`config.mk`:
```
export PLATFORM = sky130hd
export DESIGN_NAME = pwm_timer
export DESIGN_NICKNAME = d
export VERILOG_FILES = /design/src/hw/pwm_timer_pkg.sv /design/src/hw/pwm_timer.sv
export SDC_FILE = /design/constraint.sdc
export NUM_CORES = 1
export LEC_CHECK = 0
export ABC_CLOCK_PERIOD_IN_PS = 3700
export BUFFER_PORTS_ARGS = -buffer_cell sky130_fd_sc_hd__buf_2
export CORE_MARGIN = 4
export CORE_UTILIZATION = 40
export DETAILED_ROUTE_END_ITERATION = 7
export GPL_TIMING_DRIVEN = 1
export HOLD_SLACK_MARGIN = 0.12
export PLACE_DENSITY = 0.59
export SLEW_MARGIN = 20
export SYNTH_ARGS = -nofsm -noshare
export SYNTH_HDL_FRONTEND = slang
export SYNTH_SLANG_ARGS = --single-unit
```
`constraint.sdc`:
```
create_clock -name clock -period 3.7 [get_ports clock]
set_input_delay 0.74 -clock clock [delete_from_list [all_inputs] [get_ports clock]]
set_output_delay 0.74 -clock clock [all_outputs]
set_load 0.01 [all_outputs]
```
`src/hw/pwm_timer_pkg.sv`:
```
// package for the 10-bit bidirectional pwm timer/counter
// assumes an apb slave with 32-bit data, one word per register
`default_nettype none

package pwm_timer_pkg;

    // ------------------------------------------------------------
    // register byte addresses
    // ------------------------------------------------------------
    localparam logic [7:0] addr_control_a  = 8'h00;
    localparam logic [7:0] addr_control_c  = 8'h04;
    localparam logic [7:0] addr_control_d  = 8'h08;
    localparam logic [7:0] addr_counter    = 8'h0c;
    localparam logic [7:0] addr_compare_a  = 8'h10;
    localparam logic [7:0] addr_top        = 8'h14;
    localparam logic [7:0] addr_status     = 8'h18;
    localparam logic [7:0] addr_clock_ctrl = 8'h1c;

    // ------------------------------------------------------------
    // field positions
    // ------------------------------------------------------------
    localparam int pos_com_a   = 6;   // control_a: compare output mode [7:6]
    localparam int pos_pwm_a   = 1;   // control_a: pwm enable channel a
    localparam int pos_wgm0    = 0;   // control_d: waveform mode bit
    localparam int pos_wgm1    = 1;   // control_d: waveform mode bit high
    localparam int pos_ovf     = 2;   // status: overflow flag
    localparam int pos_ovf_ie  = 0;   // status: overflow interrupt enable
    localparam int pos_pll_clock_enable    = 4;   // clock_ctrl: pll clock enable
    localparam int pos_dir     = 1;   // status: count direction (read only)
    localparam int pos_wave    = 3;   // status: waveform output a

    // ------------------------------------------------------------
    // values after reset and limits
    // ------------------------------------------------------------
    localparam logic [9:0] top_reset   = 10'h0ff;
    localparam logic [9:0] count_max   = 10'h3ff;
    localparam logic [9:0] count_zero  = 10'h000;
    localparam logic [3:0] cs_stopped  = 4'h0;
    localparam logic [3:0] prescale_divisor = 4'h1; // log2 step of each cs code

    // ------------------------------------------------------------
    // modes
    // ------------------------------------------------------------
    typedef enum logic [1:0] {
        mode_normal,
        mode_pfc_pwm,
        mode_single_six,
        mode_dual_six
    } wave_mode_t;

endpackage

`default_nettype wire

```
`src/hw/pwm_timer.sv`:
```
// 10-bit bidirectional timer/counter with compare output pins, apb slave
// assumes apb inputs synchronous to clock; pll tick arrives synchronous too
//
// Operation
// - zero count raises bottom indication
// - maximum is 0x3ff
// - top compare register, resets to 0x0ff
// - each tick clears, increments or decrements
// - direction picks up/down; clear zeroes counter
// - top and bottom indications raised
// - tick from system clock or pll
// - clock select zero stops counting
// - cpu reads/writes counter anytime
// - cpu write beats clear or count
// - mode bits set counting sequence
// - overflow flag per mode, interrupt if enabled
// - pfc pwm modes 00 and 01
// - pfc pwm mode 10, true pin only
// - pfc pwm mode 11, true pin only
// - six-output mode drives all pairs from a
// - single-slope six, 01/10: clear match, set zero
// - single-slope six, 11: set match, clear zero
// - dual-slope six: up clear, down set; 11 inverts
// - counter write resumes upward counting
`default_nettype none

module pwm_timer (
    input  wire logic        clock,
    input  wire logic        resetn,
    input  wire logic        psel,
    input  wire logic        penable,
    input  wire logic        pwrite,
    input  wire logic [7:0]  paddr,
    input  wire logic [31:0] pwdata,
    output logic      [31:0] prdata,
    output logic             pready,
    output logic             pslverr,
    input  wire logic        pll_tick,
    output logic      [5:0]  compare_pin,
    output logic      [5:0]  compare_pin_oe,
    output logic             overflow_irq
);

    // ------------------------------------------------------------
    // state
    // ------------------------------------------------------------
    typedef struct packed {
        logic [7:0]  control_a;
        logic [7:0]  control_c;
        logic [7:0]  control_d;
        logic [3:0]  clock_select_field;
        logic        pll_clock_enable;
        logic        ovf_ie;
        logic [9:0]  counter_value;
        logic [9:0]  compare_a;
        logic [9:0]  top_compare_register;
        logic        count_down;
        logic        overflow_flag;
        logic        waveform_output_a;
        logic [15:0] prescale;
        logic [31:0] rdata;
        logic        ready;
        logic        err;
        logic [5:0]  pin;
        logic [5:0]  pin_oe;
        logic        irq;
    } state_t;

    state_t st_reg;
    state_t st_next;

    logic        wr_acc;
    logic        rd_acc;
    logic        tick;
    logic        at_bottom;
    logic        at_top;
    logic        at_max;
    logic        match_a;
    logic [1:0]  com_a;
    logic        pwm_a;
    logic        six_out;
    logic        wgm0;
    pwm_timer_pkg::wave_mode_t mode;
    logic [15:0] prescale_mask;
    logic        mapped;
    logic        ovf_event;

    // ------------------------------------------------------------
    // decode and comparators
    // ------------------------------------------------------------
    // apb access phase: only its first cycle counts, so the master holding the
    // request until it sees pready cannot apply a write twice
    assign wr_acc = psel & penable & pwrite & ~st_reg.ready;
    assign rd_acc = psel & penable & ~pwrite & ~st_reg.ready;

    assign at_bottom = (st_reg.counter_value == pwm_timer_pkg::count_zero);
    assign at_max    = (st_reg.counter_value == pwm_timer_pkg::count_max);
    assign at_top    = (st_reg.counter_value == st_reg.top_compare_register);
    assign match_a   = (st_reg.counter_value == st_reg.compare_a);

    assign com_a   = st_reg.control_a[pwm_timer_pkg::pos_com_a +: 2];
    assign pwm_a   = st_reg.control_a[pwm_timer_pkg::pos_pwm_a];
    assign wgm0    = st_reg.control_d[pwm_timer_pkg::pos_wgm0];
    assign six_out = st_reg.control_d[pwm_timer_pkg::pos_wgm1];

    assign mapped = (paddr == pwm_timer_pkg::addr_control_a)
                  | (paddr == pwm_timer_pkg::addr_control_c)
                  | (paddr == pwm_timer_pkg::addr_control_d)
                  | (paddr == pwm_timer_pkg::addr_counter)
                  | (paddr == pwm_timer_pkg::addr_compare_a)
                  | (paddr == pwm_timer_pkg::addr_top)
                  | (paddr == pwm_timer_pkg::addr_status)
                  | (paddr == pwm_timer_pkg::addr_clock_ctrl);

    // mode decode from pwm enable and waveform mode bits
    always_comb begin
        if (!pwm_a) begin
            mode = pwm_timer_pkg::mode_normal;
        end else if (six_out) begin
            mode = wgm0 ? pwm_timer_pkg::mode_dual_six : pwm_timer_pkg::mode_single_six;
        end else begin
            mode = wgm0 ? pwm_timer_pkg::mode_pfc_pwm : pwm_timer_pkg::mode_single_six;
        end
    end

    // prescaler: cs code n counts every 2^(n-1) system clocks, or every 2^(n-1) pll ticks when the pll is enabled
    always_comb begin
        prescale_mask = 16'h0000;
        if (st_reg.clock_select_field > 4'h1) begin
            prescale_mask = 16'hffff >> (5'd17 - {1'b0, st_reg.clock_select_field});
        end
    end

    // the pll tick is taken only when its enable is set; a slow path clock
    // would otherwise need a second domain, which this block avoids
    assign tick = (st_reg.clock_select_field != pwm_timer_pkg::cs_stopped)
                & (st_reg.pll_clock_enable ? pll_tick : 1'b1)
                & ((st_reg.prescale & prescale_mask) == 16'h0000);

    // ------------------------------------------------------------
    // next state
    // ------------------------------------------------------------
    always_comb begin
        st_next       = st_reg;
        st_next.ready = 1'b0;
        st_next.err   = 1'b0;
        st_next.rdata = 32'h0000_0000;
        ovf_event     = 1'b0;

        if (st_reg.clock_select_field != pwm_timer_pkg::cs_stopped &&
            (!st_reg.pll_clock_enable || pll_tick)) begin
            st_next.prescale = st_reg.prescale + 16'h0001;
        end

        // counting sequence per mode
        if (tick) begin
            unique case (mode)
                pwm_timer_pkg::mode_pfc_pwm,
                pwm_timer_pkg::mode_dual_six: begin
                    // dual slope: turn at top and at bottom
                    if (!st_reg.count_down && at_top) begin
                        st_next.count_down    = 1'b1;
                        st_next.counter_value = st_reg.counter_value - 10'h001;
                    end else if (st_reg.count_down && at_bottom) begin
                        st_next.count_down    = 1'b0;
                        st_next.counter_value = st_reg.counter_value + 10'h001;
                        st_next.overflow_flag = 1'b1;
                        ovf_event             = 1'b1;
                    end else if (st_reg.count_down) begin
                        st_next.counter_value = st_reg.counter_value - 10'h001;
                    end else begin
                        st_next.counter_value = st_reg.counter_value + 10'h001;
                    end
                end
                default: begin
                    // single slope: clear after top
                    st_next.count_down = 1'b0;
                    if (at_top || at_max) begin
                        st_next.counter_value = pwm_timer_pkg::count_zero;
                        st_next.overflow_flag = 1'b1;
                        ovf_event             = 1'b1;
                    end else begin
                        st_next.counter_value = st_reg.counter_value + 10'h001;
                    end
                end
            endcase

            // waveform generator on channel a
            unique case (mode)
                pwm_timer_pkg::mode_pfc_pwm,
                pwm_timer_pkg::mode_dual_six: begin
                    if (match_a && com_a != 2'b00) begin
                        // 01/10: clear on up, set on down; 11 inverted
                        st_next.waveform_output_a = (com_a == 2'b11) ^ st_reg.count_down;
                    end
                end
                pwm_timer_pkg::mode_single_six: begin
                    if (match_a && com_a != 2'b00) begin
                        st_next.waveform_output_a = (com_a == 2'b11);
                    end else if (at_bottom && com_a != 2'b00) begin
                        st_next.waveform_output_a = (com_a != 2'b11);
                    end
                end
                default: begin
                    if (match_a && com_a == 2'b01) begin
                        st_next.waveform_output_a = ~st_reg.waveform_output_a;
                    end else if (match_a && com_a[1]) begin
                        st_next.waveform_output_a = com_a[0];
                    end
                end
            endcase
        end

        // apb writes; a counter write overrides the count above
        if (wr_acc) begin
            unique case (paddr)
                pwm_timer_pkg::addr_control_a:  st_next.control_a = pwdata[7:0];
                pwm_timer_pkg::addr_control_c:  st_next.control_c = pwdata[7:0];
                pwm_timer_pkg::addr_control_d:  st_next.control_d = pwdata[7:0];
                pwm_timer_pkg::addr_counter: begin
                    st_next.counter_value = pwdata[9:0];
                    st_next.count_down    = 1'b0;
                end
                pwm_timer_pkg::addr_compare_a:  st_next.compare_a = pwdata[9:0];
                pwm_timer_pkg::addr_top:        st_next.top_compare_register = pwdata[9:0];
                pwm_timer_pkg::addr_status: begin
                    st_next.ovf_ie = pwdata[pwm_timer_pkg::pos_ovf_ie];
                    // write one clears; a same-cycle overflow still sets
                    if (pwdata[pwm_timer_pkg::pos_ovf] && !ovf_event) begin
                        st_next.overflow_flag = 1'b0;
                    end
                end
                pwm_timer_pkg::addr_clock_ctrl: begin
                    st_next.clock_select_field = pwdata[3:0];
                    st_next.pll_clock_enable   = pwdata[pwm_timer_pkg::pos_pll_clock_enable];
                end
                default: ;
            endcase
        end

        // apb read data and answer
        if (psel && penable && !st_reg.ready) begin
            st_next.ready = 1'b1;
            st_next.err   = ~mapped;
        end
        if (rd_acc) begin
            unique case (paddr)
                pwm_timer_pkg::addr_control_a:  st_next.rdata = {24'h000000, st_reg.control_a};
                pwm_timer_pkg::addr_control_c:  st_next.rdata = {24'h000000, st_reg.control_c};
                pwm_timer_pkg::addr_control_d:  st_next.rdata = {24'h000000, st_reg.control_d};
                pwm_timer_pkg::addr_counter:    st_next.rdata = {22'h0, st_reg.counter_value};
                pwm_timer_pkg::addr_compare_a:  st_next.rdata = {22'h0, st_reg.compare_a};
                pwm_timer_pkg::addr_top:        st_next.rdata = {22'h0,
                                                                 st_reg.top_compare_register};
                pwm_timer_pkg::addr_status:     st_next.rdata = {28'h0000000,
                    st_reg.waveform_output_a, st_reg.overflow_flag,
                    st_reg.count_down, st_reg.ovf_ie};
                pwm_timer_pkg::addr_clock_ctrl: st_next.rdata = {27'h0,
                    st_reg.pll_clock_enable, st_reg.clock_select_field};
                default:                        st_next.rdata = 32'h0000_0000;
            endcase
        end

        // pins: six-output mode fans channel a to all pairs
        st_next.irq = st_next.overflow_flag & st_next.ovf_ie;
        if (st_next.control_a[pwm_timer_pkg::pos_com_a +: 2] == 2'b00) begin
            st_next.pin_oe = 6'h00;
            st_next.pin    = 6'h00;
        end else if (st_next.control_d[pwm_timer_pkg::pos_wgm1]) begin
            st_next.pin    = {3{~st_next.waveform_output_a, st_next.waveform_output_a}};
            st_next.pin_oe = 6'h3f;
        end else begin
            st_next.pin    = {4'h0, ~st_next.waveform_output_a, st_next.waveform_output_a};
            // complement only in mode 01
            st_next.pin_oe = {4'h0,
                st_next.control_a[pwm_timer_pkg::pos_com_a +: 2] == 2'b01, 1'b1};
        end
    end

    // ------------------------------------------------------------
    // registers
    // ------------------------------------------------------------
    always_ff @(posedge clock or negedge resetn) begin
        if (!resetn) begin
            st_reg                      <= '0;
            st_reg.top_compare_register <= pwm_timer_pkg::top_reset;
        end else begin
            st_reg <= st_next;
        end
    end

    assign prdata         = st_reg.rdata;
    assign pready         = st_reg.ready;
    assign pslverr        = st_reg.err;
    assign compare_pin    = st_reg.pin;
    assign compare_pin_oe = st_reg.pin_oe;
    assign overflow_irq   = st_reg.irq;

endmodule

`default_nettype wire

```
# After elaboration in Yosys (flattened, before gate mapping)
# Cells that the tools add are included.
[classes]
n_reduce_logical = 29
shift = 1
n_lt_le_gt_ge = 1
bitwise_logic = 22
n_mux = 46
n_eq_ne = 17
n_addsub = 4
[op_table]
columns = ["op", "n"]
rows = [
  ["$mux W10", 10],
  ["$pmux W10 S8", 1],
  ["$mux W62", 1],
  ["$eq A8 B5 Y1 const B", 4],
  ["$mux W12", 2],
  ["$mux W8", 3],
  ["$eq A10 B10 Y1", 2],
  ["$mux W1", 19],
  ["$add A16 B1 Y16 const B", 1],
  ["$and A16 B16 Y16", 1],
  ["$eq A8 B4 Y1 const B", 2],
  ["$logic_not A16 Y1", 1],
  ["$mux W16", 1],
  ["$shr A16 B5 Y16 const A", 1],
  ["$mux W2", 6],
  ["$reduce_and A2 Y1", 6],
  ["$add A10 B1 Y10 const B", 1],
  ["$eq A10 B10 Y1 const B", 1],
  ["$logic_and A1 B1 Y1", 10],
  ["$logic_not A10 Y1", 1],
  ["$sub A10 B1 Y10 const B", 1],
  ["$and A1 B1 Y1", 8],
  ["$eq A8 B3 Y1 const B", 1],
  ["$logic_not A8 Y1", 1],
  ["17 further kinds", 35],
]
[totals]
regBits = 126
out_inout_bits = 47

# Longest topological paths before layout
[logic_depth]
ltp_word = 15
mapped_depth = 11
mapped_depth_nobuf = 10

# Worst setup path after synthesis
# No wires, ideal clock.
[synth_path]
kind = "input to register"
startpoint = "input paddr[0]"
endpoint = "register st_reg, in the netlist compare_pin[4]"
required_ns = 3.581
path_slack_ns = 1.055
cell_stages = 8
arrival_time_ns = 2.526
path_cell_list = "or4_1 -> buf_2 -> nor2_8 -> nand3_2 -> nor3_4 -> mux2i_1 -> nor2_1 -> and2_1"
[synth_rtl]
columns = ["element", "line", "source"]
rows = [
  ["start, declared", "pwm_timer.sv:33", "input wire logic [7:0] paddr,"],
  ["end signal, assigned", "pwm_timer.sv:288", "st_reg <= st_next;"],
  ["end, declared", "pwm_timer.sv:69", "state_t st_reg;"],
]

==> run_results.csv <==
group,metric,value,unit
status,status,"finished clean",
clock_network,h-tree-depth,3,
global_routing,grt-ovfl-total,0,
critical_path,arrival,3260,ps
synthesis,yosysTopAreaCellShare,37.8,%
route,dr.pass1.iters,5,
synthesis,synthAdderAreaFrac,1.64,%
clock_network,cts_setup_buffers,0,
clock_network,clkSinkCount,99,
synthesis,ys_ff_latch,99,
sta,rsz0062_at_grt,"no",
clock_network,cts_root_buf,"clkbuf_16",
route,post_drt_wl_per_cell,18.7,um
run,maxCapViolCount,0,
critical_path,start_kind,"register",
synthesis,syn_avg_cell_area,10.4,um2
synthesis,synth-compound-area-share,11.5,%
synthesis,synth_top_cell_by_area,"dfrtp_1",
sta,fin_crit_sh,81.2,%
sta,max_freq,333,MHz
floorplanning,initial_utilization,41.1,%
global_routing,grt_pass1_wl,23500,um
route,drtAntennaViolNets,0,
route,totalWireLength,14700,um
global_routing,grt_pass1_vias,4260,
floorplanning,rows,44,
critical_path,crit_path_end_kind,"register",
synthesis,synth_edf_count,0,
floorplanning,io_pins,93,
global_routing,grt_max_degree,56,
sta,finClkSkew,7.25,ps
route,drc,0,
clock_network,cts.path.max_buffers,2,
pwr,p_leak,2.94,nW
clock_network,cts_inserted_buffers,9,
finish,diodes,0,
pwr,peakVddDrop,0.298,mV
synthesis,synth_flop_cell,"dfrtp_1",
sta,worst_slack,695,ps
placed_design,pre_cts_slack,602,ps
synthesis,ys_top_cells_by_area,"dfrtp_1, mux2_2, buf_4",
finish,syn_to_final_growth,8.15,%
finish,final_cell_area,6510,um2
synthesis,synth-simple-area-share,17.2,%
critical_path,crit_type,"register to register",
finish,largest_register_ffs,75,
critical_path,crit_chain,"inv_1, ha_1, inv_1, o41ai_2, nand4_1, o31ai_2, nand3_2, buf_4, nor2b_1, a2111oi_0, nor3_1",
synthesis,muxShareOfSynthArea,13.8,%
sta,finalHoldViolCount,0,
critical_path,critPathMaxStageDelay,450,ps
synthesis,synthXorXnorAreaFrac,5.68,%
clock_network,hold_buffers,0,
sta,setup_viol_count_final,0,
synthesis,ys_top_cells_by_count,"dfrtp_1, mux2_2, buf_4",
placed_design,dp.final_hpwl,10600,um
clock_network,cts_tree,"done",
clock_network,clk_pin_slew,70,ps
global_routing,grt_usage,17.9,%
placed_design,gp_congestion,0.909,
critical_path,crit_required,3950,ps
clock_network,clk_latency,360,ps
route,drtIter0Drc,300,
sta,finalCriticalPeriod,3000,ps
floorplanning,dieArea,17100,um2
critical_path,path_buf_inv,3,
floorplanning,core_area,14600,um2
synthesis,synth_cells,579,
sta,drv_slew,0,
hold_path,hold_path.class,"input port to asynchronous set/reset pin",
synthesis,synth_top_family_by_area,"simple AND/OR/NAND/NOR gates",
critical_path,slowest_stage,"nand3_2",
sta,slew-limit-headroom,56.7,%
finish,drive_gt1_share,26.4,%
finish,layout.nets,650,
synthesis,async_flop_share,100,%
critical_path,path_delay_family,"simple AND/OR/NAND/NOR gates",
route,drt-vias-per-instance,5.60,
placed_design,post_dp_cell_area,6200,um2
synthesis,synth_area,6020,um2
pwr,power.density,392,nW/um2
synthesis,synth_cell_types,72,
sta,tightest_slew,647,ps
floorplanning,fp.dieH,131,um
route,vias,4405,
global_routing,grt_antenna_before_repair,1,
clock_network,postCtsResizedCells,0,
synthesis,yosysSeqAreaShare,41.3,%
critical_path,cp_common_cell,"inv_1",
floorplanning,die_w,131,um
synthesis,yosysMostFrequentCell,"dfrtp_1",
sta,setup-tns-final,0,ps
placed_design,io_buffers,48,
critical_path,critical_path.max_fanout,21,
synthesis,synth_warnings,0,
[layout by cell type (no fill, tap or decap), drive strengths merged, types with 8 or more instances in the layout]
| master | instances |
|---|---|
| dfrtp | 91 |
| buf | 58 |
| mux2 | 48 |
| nor2 | 37 |
| nand2 | 36 |
| xnor2 | 28 |
| nand3 | 24 |
| conb | 22 |
| a21oi | 22 |
| nor3 | 20 |
| inv | 19 |
| o21ai | 19 |
| clkbuf | 12 |
| nor2b | 11 |
| nand4 | 11 |
| xor2 | 11 |
| mux2i | 11 |
| and3 | 11 |
| and2 | 8 |
| mux4 | 8 |
| dfstp | 8 |
[per-layer routing]
metal | up-vias | share of wire [%] | global-route usage [%]
met4 | 2 | 2.3 | 5.69
met3 | 28 | 5.9 | 4.67
li1 | 2033 | - | -
met2 | 166 | 48 | 28.1
met1 | 2176 | 44 | 24.3
met5 | - | 0.11 | 0
[through the flow]
stage                     utilization [%]  instances  hold WS [ps]  total power (W)
after CTS                            44.4        786           407          0.00258
after floorplan                         -        600           434          0.00148
after global routing                 44.4        786           425          0.00268
final                                44.4        786           382          0.00255
after global placement               42.3        770           452          0.00157
after detailed placement             42.3        770           453          0.00157
[logic make-up after synthesis]
logic type,after synthesis
and+or+nand+nor,184
DFF,99
AOI/OAI and AO/OA,91
buffers and inverters,90
muxes,67
xor gates and xnor gates,39
adders and majority gates,8
other,1
[where the power goes]
group / internal [W] / leakage (nW) / total, W / switching [W]
registers: 0.00114 / 1.31 / 0.00124 / 0.0000960
clock network: 0.000594 / 0.151 / 0.000997 / 0.000403
logic: 0.000143 / 1.48 / 0.000315 / 0.000173
[final timing paths]
| kind | end | cells after the start | slack [ps] | start |
|---|---|---|---|---|
| hold reg to reg | pslverr | 1 | 460 | pready |
| max in group asynchronous | st_reg[68] | 2 | 2580 | resetn |
| setup reg to reg | st_reg[91] | 11 | 700 | st_reg[100] |
| setup / recovery | st_reg[91] | 11 | 700 | st_reg[100] |
| min in group clock | pslverr | 1 | 460 | pready |
| hold / removal | compare_pin[1] | 1 | 380 | resetn |
[cell type report]
class	instances	area (um2)
Multi-Input combinational cell	411	3080
Tap cell	184	230
Clock inverter	4	73.8
Timing Repair Buffer	58	330
Fill cell	1345	8140
Sequential cell	99	2490
Inverter	18	67.6
Clock buffer	12	236
Power figures use the tool's default switching activity.
